==> src/pkg/uart_lmsc_consts.vh <==
// ==========================================
// Register offsets on the host port
// ==========================================
`ifndef UART_LMSC_CONSTS_VH
`define UART_LMSC_CONSTS_VH
`define A_DATA 3'h0
`define A_IER 3'h1
`define A_FCR 3'h2
`define A_LCR 3'h3
`define A_MCR 3'h4
`define A_LSR 3'h5
`define A_SHR 3'h6
// ==========================================
// Field positions
// ==========================================
`define LCR_PEN 3
`define LCR_EVEN 4
`define LCR_FORCE 5
`define LCR_BRK 6
`define LCR_DLAB 7
`define MCR_DTR 0
`define MCR_RTS 1
`define MCR_PINSEL 2
`define MCR_INTEN 3
`define MCR_LOOP 4
`define MCR_XANY 5
`define MCR_IR 6
`define MCR_PRESC 7
`define IER_LINE 2
`define FCR_EN 0
`define FCR_RXRST 1
`define FCR_TXRST 2
// ==========================================
// Reset values and timing counts
// ==========================================
`define LCR_RST 8'h00
`define MCR_RST 8'h00
`define IER_RST 8'h00
`define SHR_RST 8'h00
`define FRAC_RST 8'h00
`define DIV_RST 16'h0001
`define FIFO_DEPTH 8'h80
`define IR_PULSE 4'h3
`define IR_HOLD 5'h10
`define BUS_MODE_FIXED 2'h1
`endif

==> src/hw/uart_lmsc.v <==
`timescale 1ns/1ns
`include "uart_lmsc_consts.vh"

// Function
// RULE1: Parity bit appended and checked when enabled.
// RULE2: Parity type bit selects odd or even.
// RULE3: Forced parity is inverse of type bit.
// RULE4: Break bit holds serial output low.
// RULE5: Divisor access bit maps divisor latches.
// RULE6: Terminal ready pin is inverse of bit.
// RULE7: Send request pin is inverse of bit.
// RULE8: Pin select muxes modem pins, loop ring.
// RULE9: Interrupt pin enable, loop second output.
// RULE10: Loopback bit enables internal local loopback.
// RULE11: Any character resumes stopped transmitter.
// RULE12: Infrared path, transmit rests low idle.
// RULE13: Prescaler divides baud clock by four.
// RULE14: Overrun interrupts at once, tags at head.
// RULE15: Data ready while any character held.
// RULE16: Overrun on full FIFO keeps FIFO data.
// RULE17: Error tags describe head character; framing.
// RULE18: Long low loads one break character.
// RULE19: Holding empty tracks empty transmit FIFO.
// RULE20: Transmitter empty when FIFO and shifter empty.
// RULE21: Error summary while any tagged byte.
// RULE22: Low field sets post-transmit send hold.
// RULE23: Send request asserted before data programmable.
// RULE24: High field holds pre-transmit delay.
// RULE25: Low field selects flow hysteresis characters.
// RULE26: Status read-only, tags advance on read.
module uart_lmsc (
	// Clock and reset
	input wire sys_clk,
	input wire srst,
	// Host register port
	input wire [2:0] addr,
	input wire wr_stb,
	input wire rd_stb,
	input wire [7:0] wdata,
	output reg [7:0] rdata,
	input wire [1:0] bus_mode,
	output reg int_o,
	output reg int_oe,
	// Serial line
	input wire rx_i,
	output reg tx_o,
	// Modem and loopback outputs
	output reg dtr_n,
	output reg rts_n,
	output reg modem_pin_sel,
	output reg loop_out_one_n,
	output reg loop_out_two_n,
	// Feature controls
	input wire feat_unlock,
	input wire half_duplex_en,
	input wire auto_rts_en,
	input wire prog_trig,
	input wire [7:0] rx_trigger,
	input wire sw_flow_en,
	input wire [7:0] xon_char,
	input wire [7:0] xoff_char,
	output reg tx_flow_stopped
);

localparam TS_IDLE = 4'b0001;
localparam TS_LEAD = 4'b0010;
localparam TS_SEND = 4'b0100;
localparam TS_TAIL = 4'b1000;
localparam RS_IDLE = 3'b001;
localparam RS_RECV = 3'b010;
localparam RS_BRKW = 3'b100;

// ==========================================
// Helpers
// ==========================================
function par_calc(input [7:0] d, input [7:0] lc);
	reg [7:0] m;
	begin
		m = d & (8'hFF >> (2'h3 - lc[1:0]));
		// RULE3: forced parity level.
		if (lc[`LCR_FORCE])
			par_calc = ~lc[`LCR_EVEN];
		// RULE2: even or odd parity.
		else if (lc[`LCR_EVEN])
			par_calc = ^m;
		else
			par_calc = ~^m;
	end
endfunction

function [8:0] hyst_of(input [3:0] c);
	begin
		if (c >= 4'hC)
			hyst_of = 9'h034;
		else
			hyst_of = {3'h0, c, 2'h0} + 9'h004;
	end
endfunction

// ==========================================
// Registers and baud generator
// ==========================================
reg [7:0] lcr_r, mcr_r, ier_r, shr_r, frac_r;
reg [15:0] div_r, bcnt_r;
reg [1:0] pre_r;
reg fifo_en_r, ovr_r, flow_off_r;
reg [3:0] tx_st_r, tx_tick_r, tx_bits_r, tx_dly_r;
reg [11:0] tx_sh_r, tx_frame;
reg [7:0] tx_mem [0:127];
reg [6:0] tx_wp_r, tx_rp_r, rx_wp_r, rx_rp_r;
reg [7:0] tx_cnt_r, rx_cnt_r, err_cnt_r;
reg [2:0] rx_st_r;
reg [3:0] rx_tick_r, rx_bits_r;
reg [11:0] rx_sh_r;
reg [10:0] rx_mem [0:127];
reg [4:0] ir_hold_r;

wire dlab = lcr_r[`LCR_DLAB];
wire loop = mcr_r[`MCR_LOOP];
wire [1:0] wl = lcr_r[1:0];
wire pen = lcr_r[`LCR_PEN];
wire [7:0] len_mask = 8'hFF >> (2'h3 - wl);
wire [7:0] fifo_lim = fifo_en_r ? `FIFO_DEPTH : 8'h01;
wire [3:0] tx_nbits = 4'h7 + {2'h0, wl} + {3'h0, pen} + {3'h0, lcr_r[2]};
wire [3:0] rx_last = 4'h6 + {2'h0, wl} + {3'h0, pen};

// RULE13: optional divide by four ahead of the divisor.
wire pre_tick = ~mcr_r[`MCR_PRESC] | (pre_r == 2'h3);
wire [15:0] bcnt_inc = bcnt_r + 16'h0001;
wire tick = pre_tick & (bcnt_inc >= div_r);

// RULE5: divisor access bit steers the shared locations.
wire wr_data = wr_stb & (addr == `A_DATA) & ~dlab;
wire fcr_wr = wr_stb & (addr == `A_FCR) & ~dlab & wdata[`FCR_EN];
wire tx_rst = fcr_wr & wdata[`FCR_TXRST];
wire rx_rst = fcr_wr & wdata[`FCR_RXRST];
wire lsr_rd = rd_stb & (addr == `A_LSR);

// ==========================================
// Transmitter
// ==========================================
wire [7:0] tx_head = tx_mem[tx_rp_r];
wire tx_push = wr_data & (tx_cnt_r < fifo_lim);
wire tx_ready = (tx_cnt_r != 8'h00) & ~tx_flow_stopped;
wire tx_bit_done = tick & (tx_tick_r == 4'hF);
wire tx_line = (tx_st_r == TS_SEND) ? tx_sh_r[0] : 1'b1;
// RULE23: optional lead time before the first byte.
wire tx_load = ((tx_st_r == TS_IDLE) & tx_ready & (~half_duplex_en | (shr_r[7:4] == 4'h0)))
	| ((tx_st_r == TS_LEAD) & tx_bit_done & (tx_dly_r == 4'h1))
	| ((tx_st_r == TS_SEND) & tx_bit_done & (tx_bits_r == 4'h1) & tx_ready)
	| ((tx_st_r == TS_TAIL) & tx_ready);

always @* begin
	tx_frame = 12'hFFF;
	tx_frame[8:1] = tx_head | ~len_mask;
	tx_frame[0] = 1'b0;
	// RULE1: parity bit follows the data bits.
	if (pen)
		tx_frame[{2'h0, wl} + 4'h6] = par_calc(tx_head, lcr_r);
end

always @(posedge sys_clk) begin
	if (tx_push)
		tx_mem[tx_wp_r] <= wdata;
end

always @(posedge sys_clk) begin
	if (srst || tx_rst) begin
		tx_wp_r <= 7'h00;
		tx_rp_r <= 7'h00;
		tx_cnt_r <= 8'h00;
	end else begin
		if (tx_push)
			tx_wp_r <= tx_wp_r + 7'h01;
		if (tx_load)
			tx_rp_r <= tx_rp_r + 7'h01;
		tx_cnt_r <= tx_cnt_r + {7'h00, tx_push} - {7'h00, tx_load};
	end
end

always @(posedge sys_clk) begin
	if (srst) begin
		tx_st_r <= TS_IDLE;
		tx_tick_r <= 4'h0;
		tx_bits_r <= 4'h0;
		tx_dly_r <= 4'h0;
		tx_sh_r <= 12'hFFF;
	end else begin
		if (tick)
			tx_tick_r <= tx_tick_r + 4'h1;
		if (tx_load) begin
			tx_sh_r <= tx_frame;
			tx_bits_r <= tx_nbits;
			tx_tick_r <= 4'h0;
			tx_st_r <= TS_SEND;
		end else begin
			case (tx_st_r)
			TS_IDLE: begin
				// RULE24: lead time comes from the upper field.
				if (tx_ready) begin
					tx_st_r <= TS_LEAD;
					tx_dly_r <= shr_r[7:4];
					tx_tick_r <= 4'h0;
				end
			end
			TS_LEAD: begin
				if (tx_bit_done)
					tx_dly_r <= tx_dly_r - 4'h1;
			end
			TS_SEND: begin
				if (tx_bit_done) begin
					tx_sh_r <= {1'b1, tx_sh_r[11:1]};
					tx_bits_r <= tx_bits_r - 4'h1;
					// RULE22: hold time after the last byte.
					if (tx_bits_r == 4'h1) begin
						tx_dly_r <= shr_r[3:0];
						if (half_duplex_en && shr_r[3:0] != 4'h0)
							tx_st_r <= TS_TAIL;
						else
							tx_st_r <= TS_IDLE;
					end
				end
			end
			TS_TAIL: begin
				if (tx_bit_done) begin
					tx_dly_r <= tx_dly_r - 4'h1;
					if (tx_dly_r == 4'h1)
						tx_st_r <= TS_IDLE;
				end
			end
			default: begin
				tx_st_r <= TS_IDLE;
			end
			endcase
		end
	end
end

// ==========================================
// Receiver
// ==========================================
// RULE12: an infrared pulse stands for a zero bit.
wire ir_zero = (ir_hold_r != 5'h00);
// RULE10: in loopback the receiver hears the transmitter.
wire rx_raw = loop ? tx_line : (mcr_r[`MCR_IR] ? ~ir_zero : rx_i);
wire [11:0] rx_w = rx_sh_r | ({11'h000, rx_raw} << rx_bits_r);
wire [7:0] rx_data = rx_w[8:1] & len_mask;
wire rx_brk = (rx_w == 12'h000);
// RULE1: received parity compared with the expected bit.
wire rx_pe = pen & (rx_w[{2'h0, wl} + 4'h6] != par_calc(rx_data, lcr_r));
// RULE17: framing error when the stop bit reads low.
wire rx_fe = ~rx_raw;
wire rx_mid = tick & (rx_tick_r == 4'h7) & (rx_st_r == RS_RECV);
wire rx_done = rx_mid & (rx_bits_r == rx_last);
wire is_xon = sw_flow_en & (rx_data == xon_char) & ~rx_brk;
wire is_xoff = sw_flow_en & (rx_data == xoff_char) & ~rx_brk;
wire rx_full = (rx_cnt_r >= fifo_lim);
// RULE16: a full FIFO refuses the new character.
wire rx_push = rx_done & ~rx_full & ~is_xon & ~is_xoff;
wire ovr_ev = rx_done & rx_full & ~is_xon & ~is_xoff;
wire [2:0] rx_tags = rx_brk ? 3'h4 : {1'b0, rx_fe, rx_pe};
wire [10:0] rx_head = rx_mem[rx_rp_r];
wire rx_any = (rx_cnt_r != 8'h00);
wire rx_pop = rd_stb & (addr == `A_DATA) & ~dlab & rx_any;
wire head_err = rx_any & (rx_head[10:8] != 3'h0);
wire [8:0] rts_hi = {1'b0, rx_trigger} + hyst_of(shr_r[3:0]);
wire [8:0] rts_lo = {1'b0, rx_trigger} - hyst_of(shr_r[3:0]);

always @(posedge sys_clk) begin
	if (rx_push)
		rx_mem[rx_wp_r] <= {rx_tags, rx_data};
end

// RULE21: count of tagged bytes held in the FIFO.
always @(posedge sys_clk) begin
	if (srst || rx_rst) begin
		rx_wp_r <= 7'h00;
		rx_rp_r <= 7'h00;
		rx_cnt_r <= 8'h00;
		err_cnt_r <= 8'h00;
	end else begin
		if (rx_push)
			rx_wp_r <= rx_wp_r + 7'h01;
		// RULE26: reading the head advances the tags.
		if (rx_pop)
			rx_rp_r <= rx_rp_r + 7'h01;
		rx_cnt_r <= rx_cnt_r + {7'h00, rx_push} - {7'h00, rx_pop};
		err_cnt_r <= err_cnt_r + {7'h00, rx_push & (rx_tags != 3'h0)} - {7'h00, rx_pop & head_err};
	end
end

always @(posedge sys_clk) begin
	if (srst) begin
		rx_st_r <= RS_IDLE;
		rx_tick_r <= 4'h0;
		rx_bits_r <= 4'h0;
		rx_sh_r <= 12'h000;
		ir_hold_r <= 5'h00;
	end else begin
		if (rx_i)
			ir_hold_r <= `IR_HOLD;
		else if (tick && ir_zero)
			ir_hold_r <= ir_hold_r - 5'h01;
		case (rx_st_r)
		RS_IDLE: begin
			if (tick && !rx_raw) begin
				rx_st_r <= RS_RECV;
				rx_tick_r <= 4'h0;
				rx_bits_r <= 4'h0;
				rx_sh_r <= 12'h000;
			end
		end
		RS_RECV: begin
			if (tick)
				rx_tick_r <= rx_tick_r + 4'h1;
			if (rx_mid) begin
				if (rx_bits_r == 4'h0 && rx_raw)
					rx_st_r <= RS_IDLE;
				// RULE18: an all-low frame waits for the line to rise.
				else if (rx_done)
					rx_st_r <= rx_brk ? RS_BRKW : RS_IDLE;
				else begin
					rx_sh_r <= rx_w;
					rx_bits_r <= rx_bits_r + 4'h1;
				end
			end
		end
		RS_BRKW: begin
			if (rx_raw)
				rx_st_r <= RS_IDLE;
		end
		default: begin
			rx_st_r <= RS_IDLE;
		end
		endcase
	end
end

// ==========================================
// Host writes and line state
// ==========================================
always @(posedge sys_clk) begin
	if (srst) begin
		lcr_r <= `LCR_RST;
		mcr_r <= `MCR_RST;
		ier_r <= `IER_RST;
		shr_r <= `SHR_RST;
		frac_r <= `FRAC_RST;
		div_r <= `DIV_RST;
		fifo_en_r <= 1'b0;
		pre_r <= 2'h0;
		bcnt_r <= 16'h0000;
		ovr_r <= 1'b0;
		flow_off_r <= 1'b0;
		tx_flow_stopped <= 1'b0;
	end else begin
		pre_r <= pre_r + 2'h1;
		if (pre_tick)
			bcnt_r <= tick ? 16'h0000 : bcnt_inc;
		if (wr_stb) begin
			case (addr)
			`A_DATA: begin
				if (dlab)
					div_r[7:0] <= wdata;
			end
			`A_IER: begin
				if (dlab)
					div_r[15:8] <= wdata;
				else
					ier_r <= wdata;
			end
			`A_FCR: begin
				if (dlab)
					frac_r <= wdata;
				else
					fifo_en_r <= wdata[`FCR_EN];
			end
			`A_LCR: begin
				lcr_r <= wdata;
			end
			`A_MCR: begin
				mcr_r[4:0] <= wdata[4:0];
				if (feat_unlock)
					mcr_r[7:5] <= wdata[7:5];
			end
			`A_SHR: begin
				shr_r <= wdata;
			end
			default: begin
			end
			endcase
		end
		// RULE16: overrun sticks until the status is read.
		ovr_r <= ovr_ev | (ovr_r & ~lsr_rd);
		// RULE25: hysteresis band around the receive trigger.
		if (rx_cnt_r >= 8'h01 && {1'b0, rx_cnt_r} >= (prog_trig ? rts_hi : {1'b0, rx_trigger}))
			flow_off_r <= 1'b1;
		else if ({1'b0, rx_cnt_r} <= (prog_trig ? rts_lo : {1'b0, rx_trigger}) || rts_lo[8])
			flow_off_r <= ~prog_trig & (rx_cnt_r >= rx_trigger) & (rx_trigger != 8'h00);
		// RULE11: any character resumes a stopped transmitter.
		if (!sw_flow_en)
			tx_flow_stopped <= 1'b0;
		else if (rx_done && is_xoff)
			tx_flow_stopped <= 1'b1;
		else if (rx_done && !rx_brk && (is_xon || mcr_r[`MCR_XANY]))
			tx_flow_stopped <= 1'b0;
	end
end

// ==========================================
// Registered outputs
// ==========================================
// RULE15: data ready while the FIFO holds a character.
// RULE19: holding empty follows the transmit FIFO count.
// RULE20: transmitter empty needs FIFO and shifter empty.
wire [7:0] line_status = {err_cnt_r != 8'h00, (tx_cnt_r == 8'h00) & (tx_st_r != TS_SEND), tx_cnt_r == 8'h00,
	rx_any ? rx_head[10:8] : 3'h0, ovr_r, rx_any};

always @(posedge sys_clk) begin
	if (srst) begin
		rdata <= 8'h00;
		int_o <= 1'b0;
		int_oe <= 1'b0;
		tx_o <= 1'b1;
		dtr_n <= 1'b1;
		rts_n <= 1'b1;
		modem_pin_sel <= 1'b0;
		loop_out_one_n <= 1'b1;
		loop_out_two_n <= 1'b1;
	end else begin
		case (addr)
		`A_DATA: rdata <= dlab ? div_r[7:0] : rx_head[7:0];
		`A_IER: rdata <= dlab ? div_r[15:8] : ier_r;
		`A_FCR: rdata <= dlab ? frac_r : {fifo_en_r, fifo_en_r, 6'h01};
		`A_LCR: rdata <= lcr_r;
		`A_MCR: rdata <= mcr_r;
		`A_LSR: rdata <= line_status;
		default: rdata <= 8'h00;
		endcase
		// RULE14: overrun at once, tags once at the head.
		int_o <= ier_r[`IER_LINE] & (ovr_r | head_err);
		// RULE9: interrupt pin enable unless the bus mode ignores it.
		int_oe <= (bus_mode == `BUS_MODE_FIXED) | mcr_r[`MCR_INTEN];
		loop_out_two_n <= ~(loop & mcr_r[`MCR_INTEN]);
		// RULE8: pin select and loopback ring drive.
		modem_pin_sel <= mcr_r[`MCR_PINSEL];
		loop_out_one_n <= ~(loop & mcr_r[`MCR_PINSEL]);
		// RULE4: break holds the line low.
		if (lcr_r[`LCR_BRK])
			tx_o <= 1'b0;
		else if (loop)
			tx_o <= 1'b1;
		// RULE12: short high pulse per zero bit, low at idle.
		else if (mcr_r[`MCR_IR])
			tx_o <= ~tx_line & (tx_tick_r < `IR_PULSE);
		else
			tx_o <= tx_line;
		// RULE6: terminal ready pin is the inverse of its bit, held high in loopback.
		dtr_n <= loop | ~mcr_r[`MCR_DTR];
		// RULE7: send request pin, manual, flow or direction driven.
		if (loop)
			rts_n <= 1'b1;
		else if (half_duplex_en)
			rts_n <= (tx_st_r == TS_IDLE);
		else
			rts_n <= ~(mcr_r[`MCR_RTS] & ~(auto_rts_en & flow_off_r));
	end
end

endmodule

==> config.mk <==
export PLATFORM = sky130hd
export DESIGN_NAME = uart_lmsc
export DESIGN_NICKNAME = d
export VERILOG_FILES = /design/src/hw/uart_lmsc.v
export VERILOG_INCLUDE_DIRS = /design/src /design/src/pkg
export SDC_FILE = /design/constraint.sdc
export NUM_CORES = 2
export LEC_CHECK = 0
export BUFFER_PORTS_ARGS = -buffer_cell sky130_fd_sc_hd__buf_2
export CORE_MARGIN = 2
export CORE_UTILIZATION = 61
export CTS_BUF_LIST = sky130_fd_sc_hd__clkbuf_16
export DETAILED_ROUTE_END_ITERATION = 10
export PLACE_DENSITY_LB_ADDON = 0.3
export SLEW_MARGIN = 20
export SYNTH_ARGS = -nofsm -noshare
export SYNTH_HDL_FRONTEND = slang
export SYNTH_SLANG_ARGS = --single-unit
==> constraint.sdc <==
create_clock -name sys_clk -period 17.35 [get_ports sys_clk]
set_clock_uncertainty 0.2 [all_clocks]
set_input_delay 2.6025 -clock sys_clk [delete_from_list [all_inputs] [get_ports sys_clk]]
set_output_delay 2.6025 -clock sys_clk [all_outputs]
set_load 0.05 [all_outputs]
==> flow_results.org <==
** Floorplan
- The die covers 0.1774 mm^2.
- Width of the chip :: 421.2 um
- Vert. Die Dim :: 421.2 um
- The total area inside the core boundary comes to 0.1734 mm^2.
- Initial core utilization :: 0.6121
- I/O pin count :: 64
- Row generation in the floorplan step produced 153 rows.

** Synth
- Share of the yosys chip area belonging to registers :: 0.7286
- The Yosys step of the flow raised 0 warnings.
- A synthesized cell averages 19.49 um^2.
- Number of synthesized register bits :: 2,648
- The mapped netlist covers 0.1062 mm^2.
- The number of different library cells used by synthesis comes to 84.
- The cell count after synthesis came out at 5,446.
- The most used flip-flop cell after synthesis is sky130_fd_sc_hd__edfxtp_1.
- EDFF count, synth :: 2,432
- Fraction of registers with async set or reset after synthesis :: 0

** Route
- Detailed routing inserted a total of 55,257 vias.
- In this run the remaining antenna-violating nets after routing total 0.
- The first detailed-routing pass took 8 iterations.
- Post-route DRC violation count :: 0
- In this run, the number of DRC markers left after iteration 0 of detailed routing was 7,728.
- Routed wire per std cell :: 32.48 um
- Summed over all layers, the routed wires come to 263.3 mm.
- In the routed layout, each cell is associated on average with a via count of 6.818.

** Power and ir drop
- Of the total power, the share spent switching nets is 0.2360.
- Summed over all nets, the switching power comes to 3.394 mW.
- Static leakage power :: 37.78 nW
- Power density over the cells :: 122.5 mW/mm^2
- Relative contribution of combinational cells to total power :: 0.111
- Overall Power :: 14.38 mW
- Part of the total power dissipated in sequential elements :: 0.496
- The share of total power dissipated in the clock network is 0.393.
- Cell internal power was estimated by the tool at 10.98 mW.
- Peak ir drop on the vdd network :: 0.1493 mV

** Setup path
- The worst setup path is captured at a register.
- Slowest cell on crit path :: sky130_fd_sc_hd__nand4_1
- Critical R2R Capture :: err_cnt_r[6]
- STA classifies the critical path startpoint as an input port.
- The worst register-to-register path has a depth of 22.
- In this run the worst path has a maximum fanout of 69.
- Kind of critical path :: in2reg
- Counting both buffers and inverters, the worst setup path holds a total of 2.
- The cell that appears most often on the critical path is sky130_fd_sc_hd__nand4_1.
- The critical path goes through buf_2, nor2b_1, a211oi_1, nor4_2, a21o_4, nor4_1, nand4_1, nand3_1, and4_1, nand4_1, buf_4, nor2_1.
- For the worst setup path, the data arrival time is 8640 ps.
- Critical Path Max Stage Delay :: 940 ps
- Critical path's top delay family :: simple AND/OR/NAND/NOR gates
- The setup check on the worst reg-to-reg path leaves a slack of 9960 ps.
- STA puts the critical path data required time at 17,660 ps.

** Timing
- Hold is met by 214.5 ps.
- Final setup vio count :: 0
- Setup repair after global routing left no endpoint under its margin.
- At the pin with the least slew margin, the transition time is 1187 ps.
- Timing would allow up to 0.1200 GHz.
- The final hold violation count came to 0.
- The max-slew violation total from the final report is 0.
- Measured against its own limit, the worst slew margin works out to 0.2065.
- Period utilisation layout :: 0.4801
- Setup total negative slack on the finished layout was measured at 0 ps.
- Subtracting the final worst setup slack from the clock period gives 8330 ps.

** Layout
- The library cell used most frequently in the layout, excluding fill and tap cells, is sky130_fd_sc_hd__edfxtp_1.
- Highest-count cells in the layout ignoring fill and taps :: 2,432 x sky130_fd_sc_hd__edfxtp_1, 732 x sky130_fd_sc_hd__mux4_2, 482 x sky130_fd_sc_hd__nor2_1
- Post-layout util :: 0.6769
- Of the cells placed in the final design, the portion with a size suffix greater than 1 is 0.2249.
- Signed area change from the synthesized netlist to the final layout :: 10.58%
- Number of nets at the end of the flow :: 5,743
- Combined area of the multi-input logic cells :: 0.02724 mm^2
- Area of all sequential standard cells :: 0.07738 mm^2
- The layout has 10,566 filler cells.

** Global route
- Pin count of the biggest net entering global routing :: 114
- The number of antenna violations at the first check in global routing is 6.
- Global-route wire length before repair :: 386.1 mm
- Global-route total usage across every layer :: 0.2982
- For this run the aggregate overflow at the end of global routing stands at 0.
- Vias in the first global route :: 54,980

** Hold path
- The worst hold path belongs to the class reg2reg.
- The worst hold path begins at mcr_r[0].
- Along the worst hold path, the cell count comes to 1.
- For hold timing, the worst endpoint is dtr_n.

** Place
- After legalization and detailed placement, the total HPWL measured 148.3 mm.
- Routability Congestion :: 0.8995
- Buffers placed on the I/O ports in this run total 63.

** CTS
- In this run the post-CTS setup repair buffer count came out at 0.
- After clock tree synthesis, the flow added hold-fix buffers numbering 0.
- The longest clock path from root to sink contains 4 buffers.
- Maximum level of the CTS H-tree :: 5
- Total clock buffers created by CTS :: 274
- At the later pin of the worst-skew pair, clock insertion delay measures 950 ps.
- The clock net in this run drives a total of 2,648 sinks.
- Clock-pin slew on the worst setup and hold paths :: 60 ps
- TritonCTS clock tree :: yes
- In this run, post-CTS repair resized a total of 0 instances.
- The cell sitting at the root of the clock tree is a sky130_fd_sc_hd__clkbuf_16.

** Run status
- Run status :: finished clean

** Run
- Max-cap violations in this run came to 0.
## logic make-up after synthesis
| logic type | count (synthesis) | share of synthesized area |
|---|---|---|
| flops | 2648 | 0.7286 |
| simple gates | 929 | 0.03894 |
| mux | 871 | 0.1701 |
| buf+inv | 387 | 0.01570 |
| compound gates | 379 | 0.02276 |
| xor+xnor | 116 | 0.009900 |
| fa+ha+maj | 114 | 0.01386 |
| other cells | 2 | 0.00007074 |
## layer usage
metal / routed length [um] / share of wire / global-route usage / vias to the layer above
li1: - / - / - / 22301
met1: 97680 / 0.37 / 0.4155 / 28647
met2: 128400 / 0.49 / 0.4746 / 3702
met3: 26130 / 0.099 / 0.05786 / 597
met4: 11020 / 0.042 / 0.1148 / 10
met5: 74 / 0.00028 / 0 / -
## cell usage after synthesis, types with 8 or more instances
master | instances | share of area
sky130_fd_sc_hd__o211ai_1 | 12 | 0.00085
sky130_fd_sc_hd__nand3_1 | 62 | 0.0029
sky130_fd_sc_hd__mux2i_1 | 111 | 0.010
sky130_fd_sc_hd__and2_1 | 8 | 0.00047
sky130_fd_sc_hd__nor3_1 | 26 | 0.0012
sky130_fd_sc_hd__mux2_2 | 18 | 0.0019
sky130_fd_sc_hd__buf_2 | 42 | 0.0020
sky130_fd_sc_hd__mux4_2 | 732 | 0.16
sky130_fd_sc_hd__nand2_1 | 180 | 0.0064
sky130_fd_sc_hd__o21bai_1 | 11 | 0.00078
sky130_fd_sc_hd__mux4_1 | 10 | 0.0025
sky130_fd_sc_hd__nand4_1 | 35 | 0.0021
sky130_fd_sc_hd__buf_1 | 63 | 0.0022
sky130_fd_sc_hd__a31oi_1 | 17 | 0.0010
sky130_fd_sc_hd__a21oi_1 | 129 | 0.0061
sky130_fd_sc_hd__xor2_1 | 61 | 0.0050
sky130_fd_sc_hd__buf_4 | 25 | 0.0018
sky130_fd_sc_hd__clkbuf_1 | 149 | 0.0053
sky130_fd_sc_hd__xnor2_1 | 52 | 0.0043
sky130_fd_sc_hd__a211oi_1 | 11 | 0.00078
sky130_fd_sc_hd__edfxtp_1 | 2432 | 0.69
sky130_fd_sc_hd__or3_1 | 9 | 0.00053
sky130_fd_sc_hd__o21ai_0 | 57 | 0.0027
sky130_fd_sc_hd__a221oi_1 | 11 | 0.00091
sky130_fd_sc_hd__o22ai_1 | 17 | 0.0010
sky130_fd_sc_hd__and3_1 | 17 | 0.0010
sky130_fd_sc_hd__nor4_1 | 9 | 0.00053
sky130_fd_sc_hd__nor2b_1 | 33 | 0.0019
sky130_fd_sc_hd__a22oi_1 | 21 | 0.0015
sky130_fd_sc_hd__ha_1 | 108 | 0.013
sky130_fd_sc_hd__inv_1 | 98 | 0.0035
sky130_fd_sc_hd__nand3b_1 | 10 | 0.00071
sky130_fd_sc_hd__dfxtp_1 | 216 | 0.041
sky130_fd_sc_hd__nand2b_1 | 20 | 0.0012
sky130_fd_sc_hd__o31ai_1 | 8 | 0.00057
sky130_fd_sc_hd__nor2_1 | 491 | 0.017
sky130_fd_sc_hd__a21o_1 | 33 | 0.0023
## worst max-delay path by stage
stage          from        endpoint  slack, ps  cells past startpoint
2_1_floorplan  rx_i    err_cnt_r[6]       2600                     25
4_1_cts        rx_i  rx_mem[107][2]       9180                     12
3_3_place_gp   rx_i    err_cnt_r[6]       8480                     28
3_5_place_dp   rx_i   rx_mem[16][5]       8350                     12
5_1_grt        rx_i  rx_mem[107][0]       8770                     12
6_report       rx_i   rx_mem[96][0]       9020                     12
## final cells by class
class | count | area share
clock buffer | 282 | 0.06011
sequential | 2648 | 0.6592
timing repair buffer | 146 | 0.008740
multi-input combinational | 2412 | 0.2321
clock inverter | 188 | 0.01172
tap | 2325 | 0.02478
inverter | 100 | 0.003293
antenna | 4 | 0.00008527
## per-stage QoR
step | worst slack (ps) | area, um^2 | std cells
after global placement | 8484 | 108900 | 7629
final | 9020 | 117400 | 8105
after floorplan | 2597 | 106200 | 5447
after global routing | 8773 | 117400 | 8101
after CTS | 9181 | 117300 | 8099
after detailed placement | 8346 | 108900 | 7629
## state kept, by name, indices dropped and copies added (netlist names), 7 cells and up, named ones only
signal and cells:
ier_r 8, rx_rp_r 7, rx_cnt_r 8, rx_wp_r 7, frac_r 8, mcr_r 8, err_cnt_r 8, rx_mem 1408
tx_wp_r 7, rx_sh_r 12, tx_mem 1024, shr_r 8, bcnt_r 16, div_r 16, rdata 8, lcr_r 8
tx_rp_r 7, tx_sh_r 12, tx_cnt_r 8
## worst register-to-register path, stage by stage, from the launching register on
cell                       delay (ps)
sky130_fd_sc_hd__dfxtp_4          650
sky130_fd_sc_hd__buf_12           480
sky130_fd_sc_hd__buf_4            720
sky130_fd_sc_hd__buf_4            700
sky130_fd_sc_hd__mux4_2           440
sky130_fd_sc_hd__mux4_2           590
sky130_fd_sc_hd__mux4_2           650
sky130_fd_sc_hd__mux2_2           420
sky130_fd_sc_hd__or3_1            410
sky130_fd_sc_hd__and2_1           180
sky130_fd_sc_hd__ha_1             270
sky130_fd_sc_hd__inv_1             60
sky130_fd_sc_hd__ha_1             160
sky130_fd_sc_hd__inv_1             60
sky130_fd_sc_hd__fa_1             420
sky130_fd_sc_hd__inv_1             80
sky130_fd_sc_hd__a21oi_1           70
sky130_fd_sc_hd__o21bai_1         230
sky130_fd_sc_hd__a21oi_1          110
sky130_fd_sc_hd__nor2_1           120
sky130_fd_sc_hd__nor2_1            70
sky130_fd_sc_hd__xor2_1           130
sky130_fd_sc_hd__nor2_1            50
## power groups by stage
stage,Clock [mW],Sequential [mW],Combinational [mW]
after floorplan,0,7.24,1.16
after global placement,0,7.27,1.55
after detailed placement,0,7.27,1.58
after CTS,5.69,7.13,1.60
after global routing,5.90,7.14,1.72
final,5.65,7.13,1.60
Power figures use the tool's default switching activity.
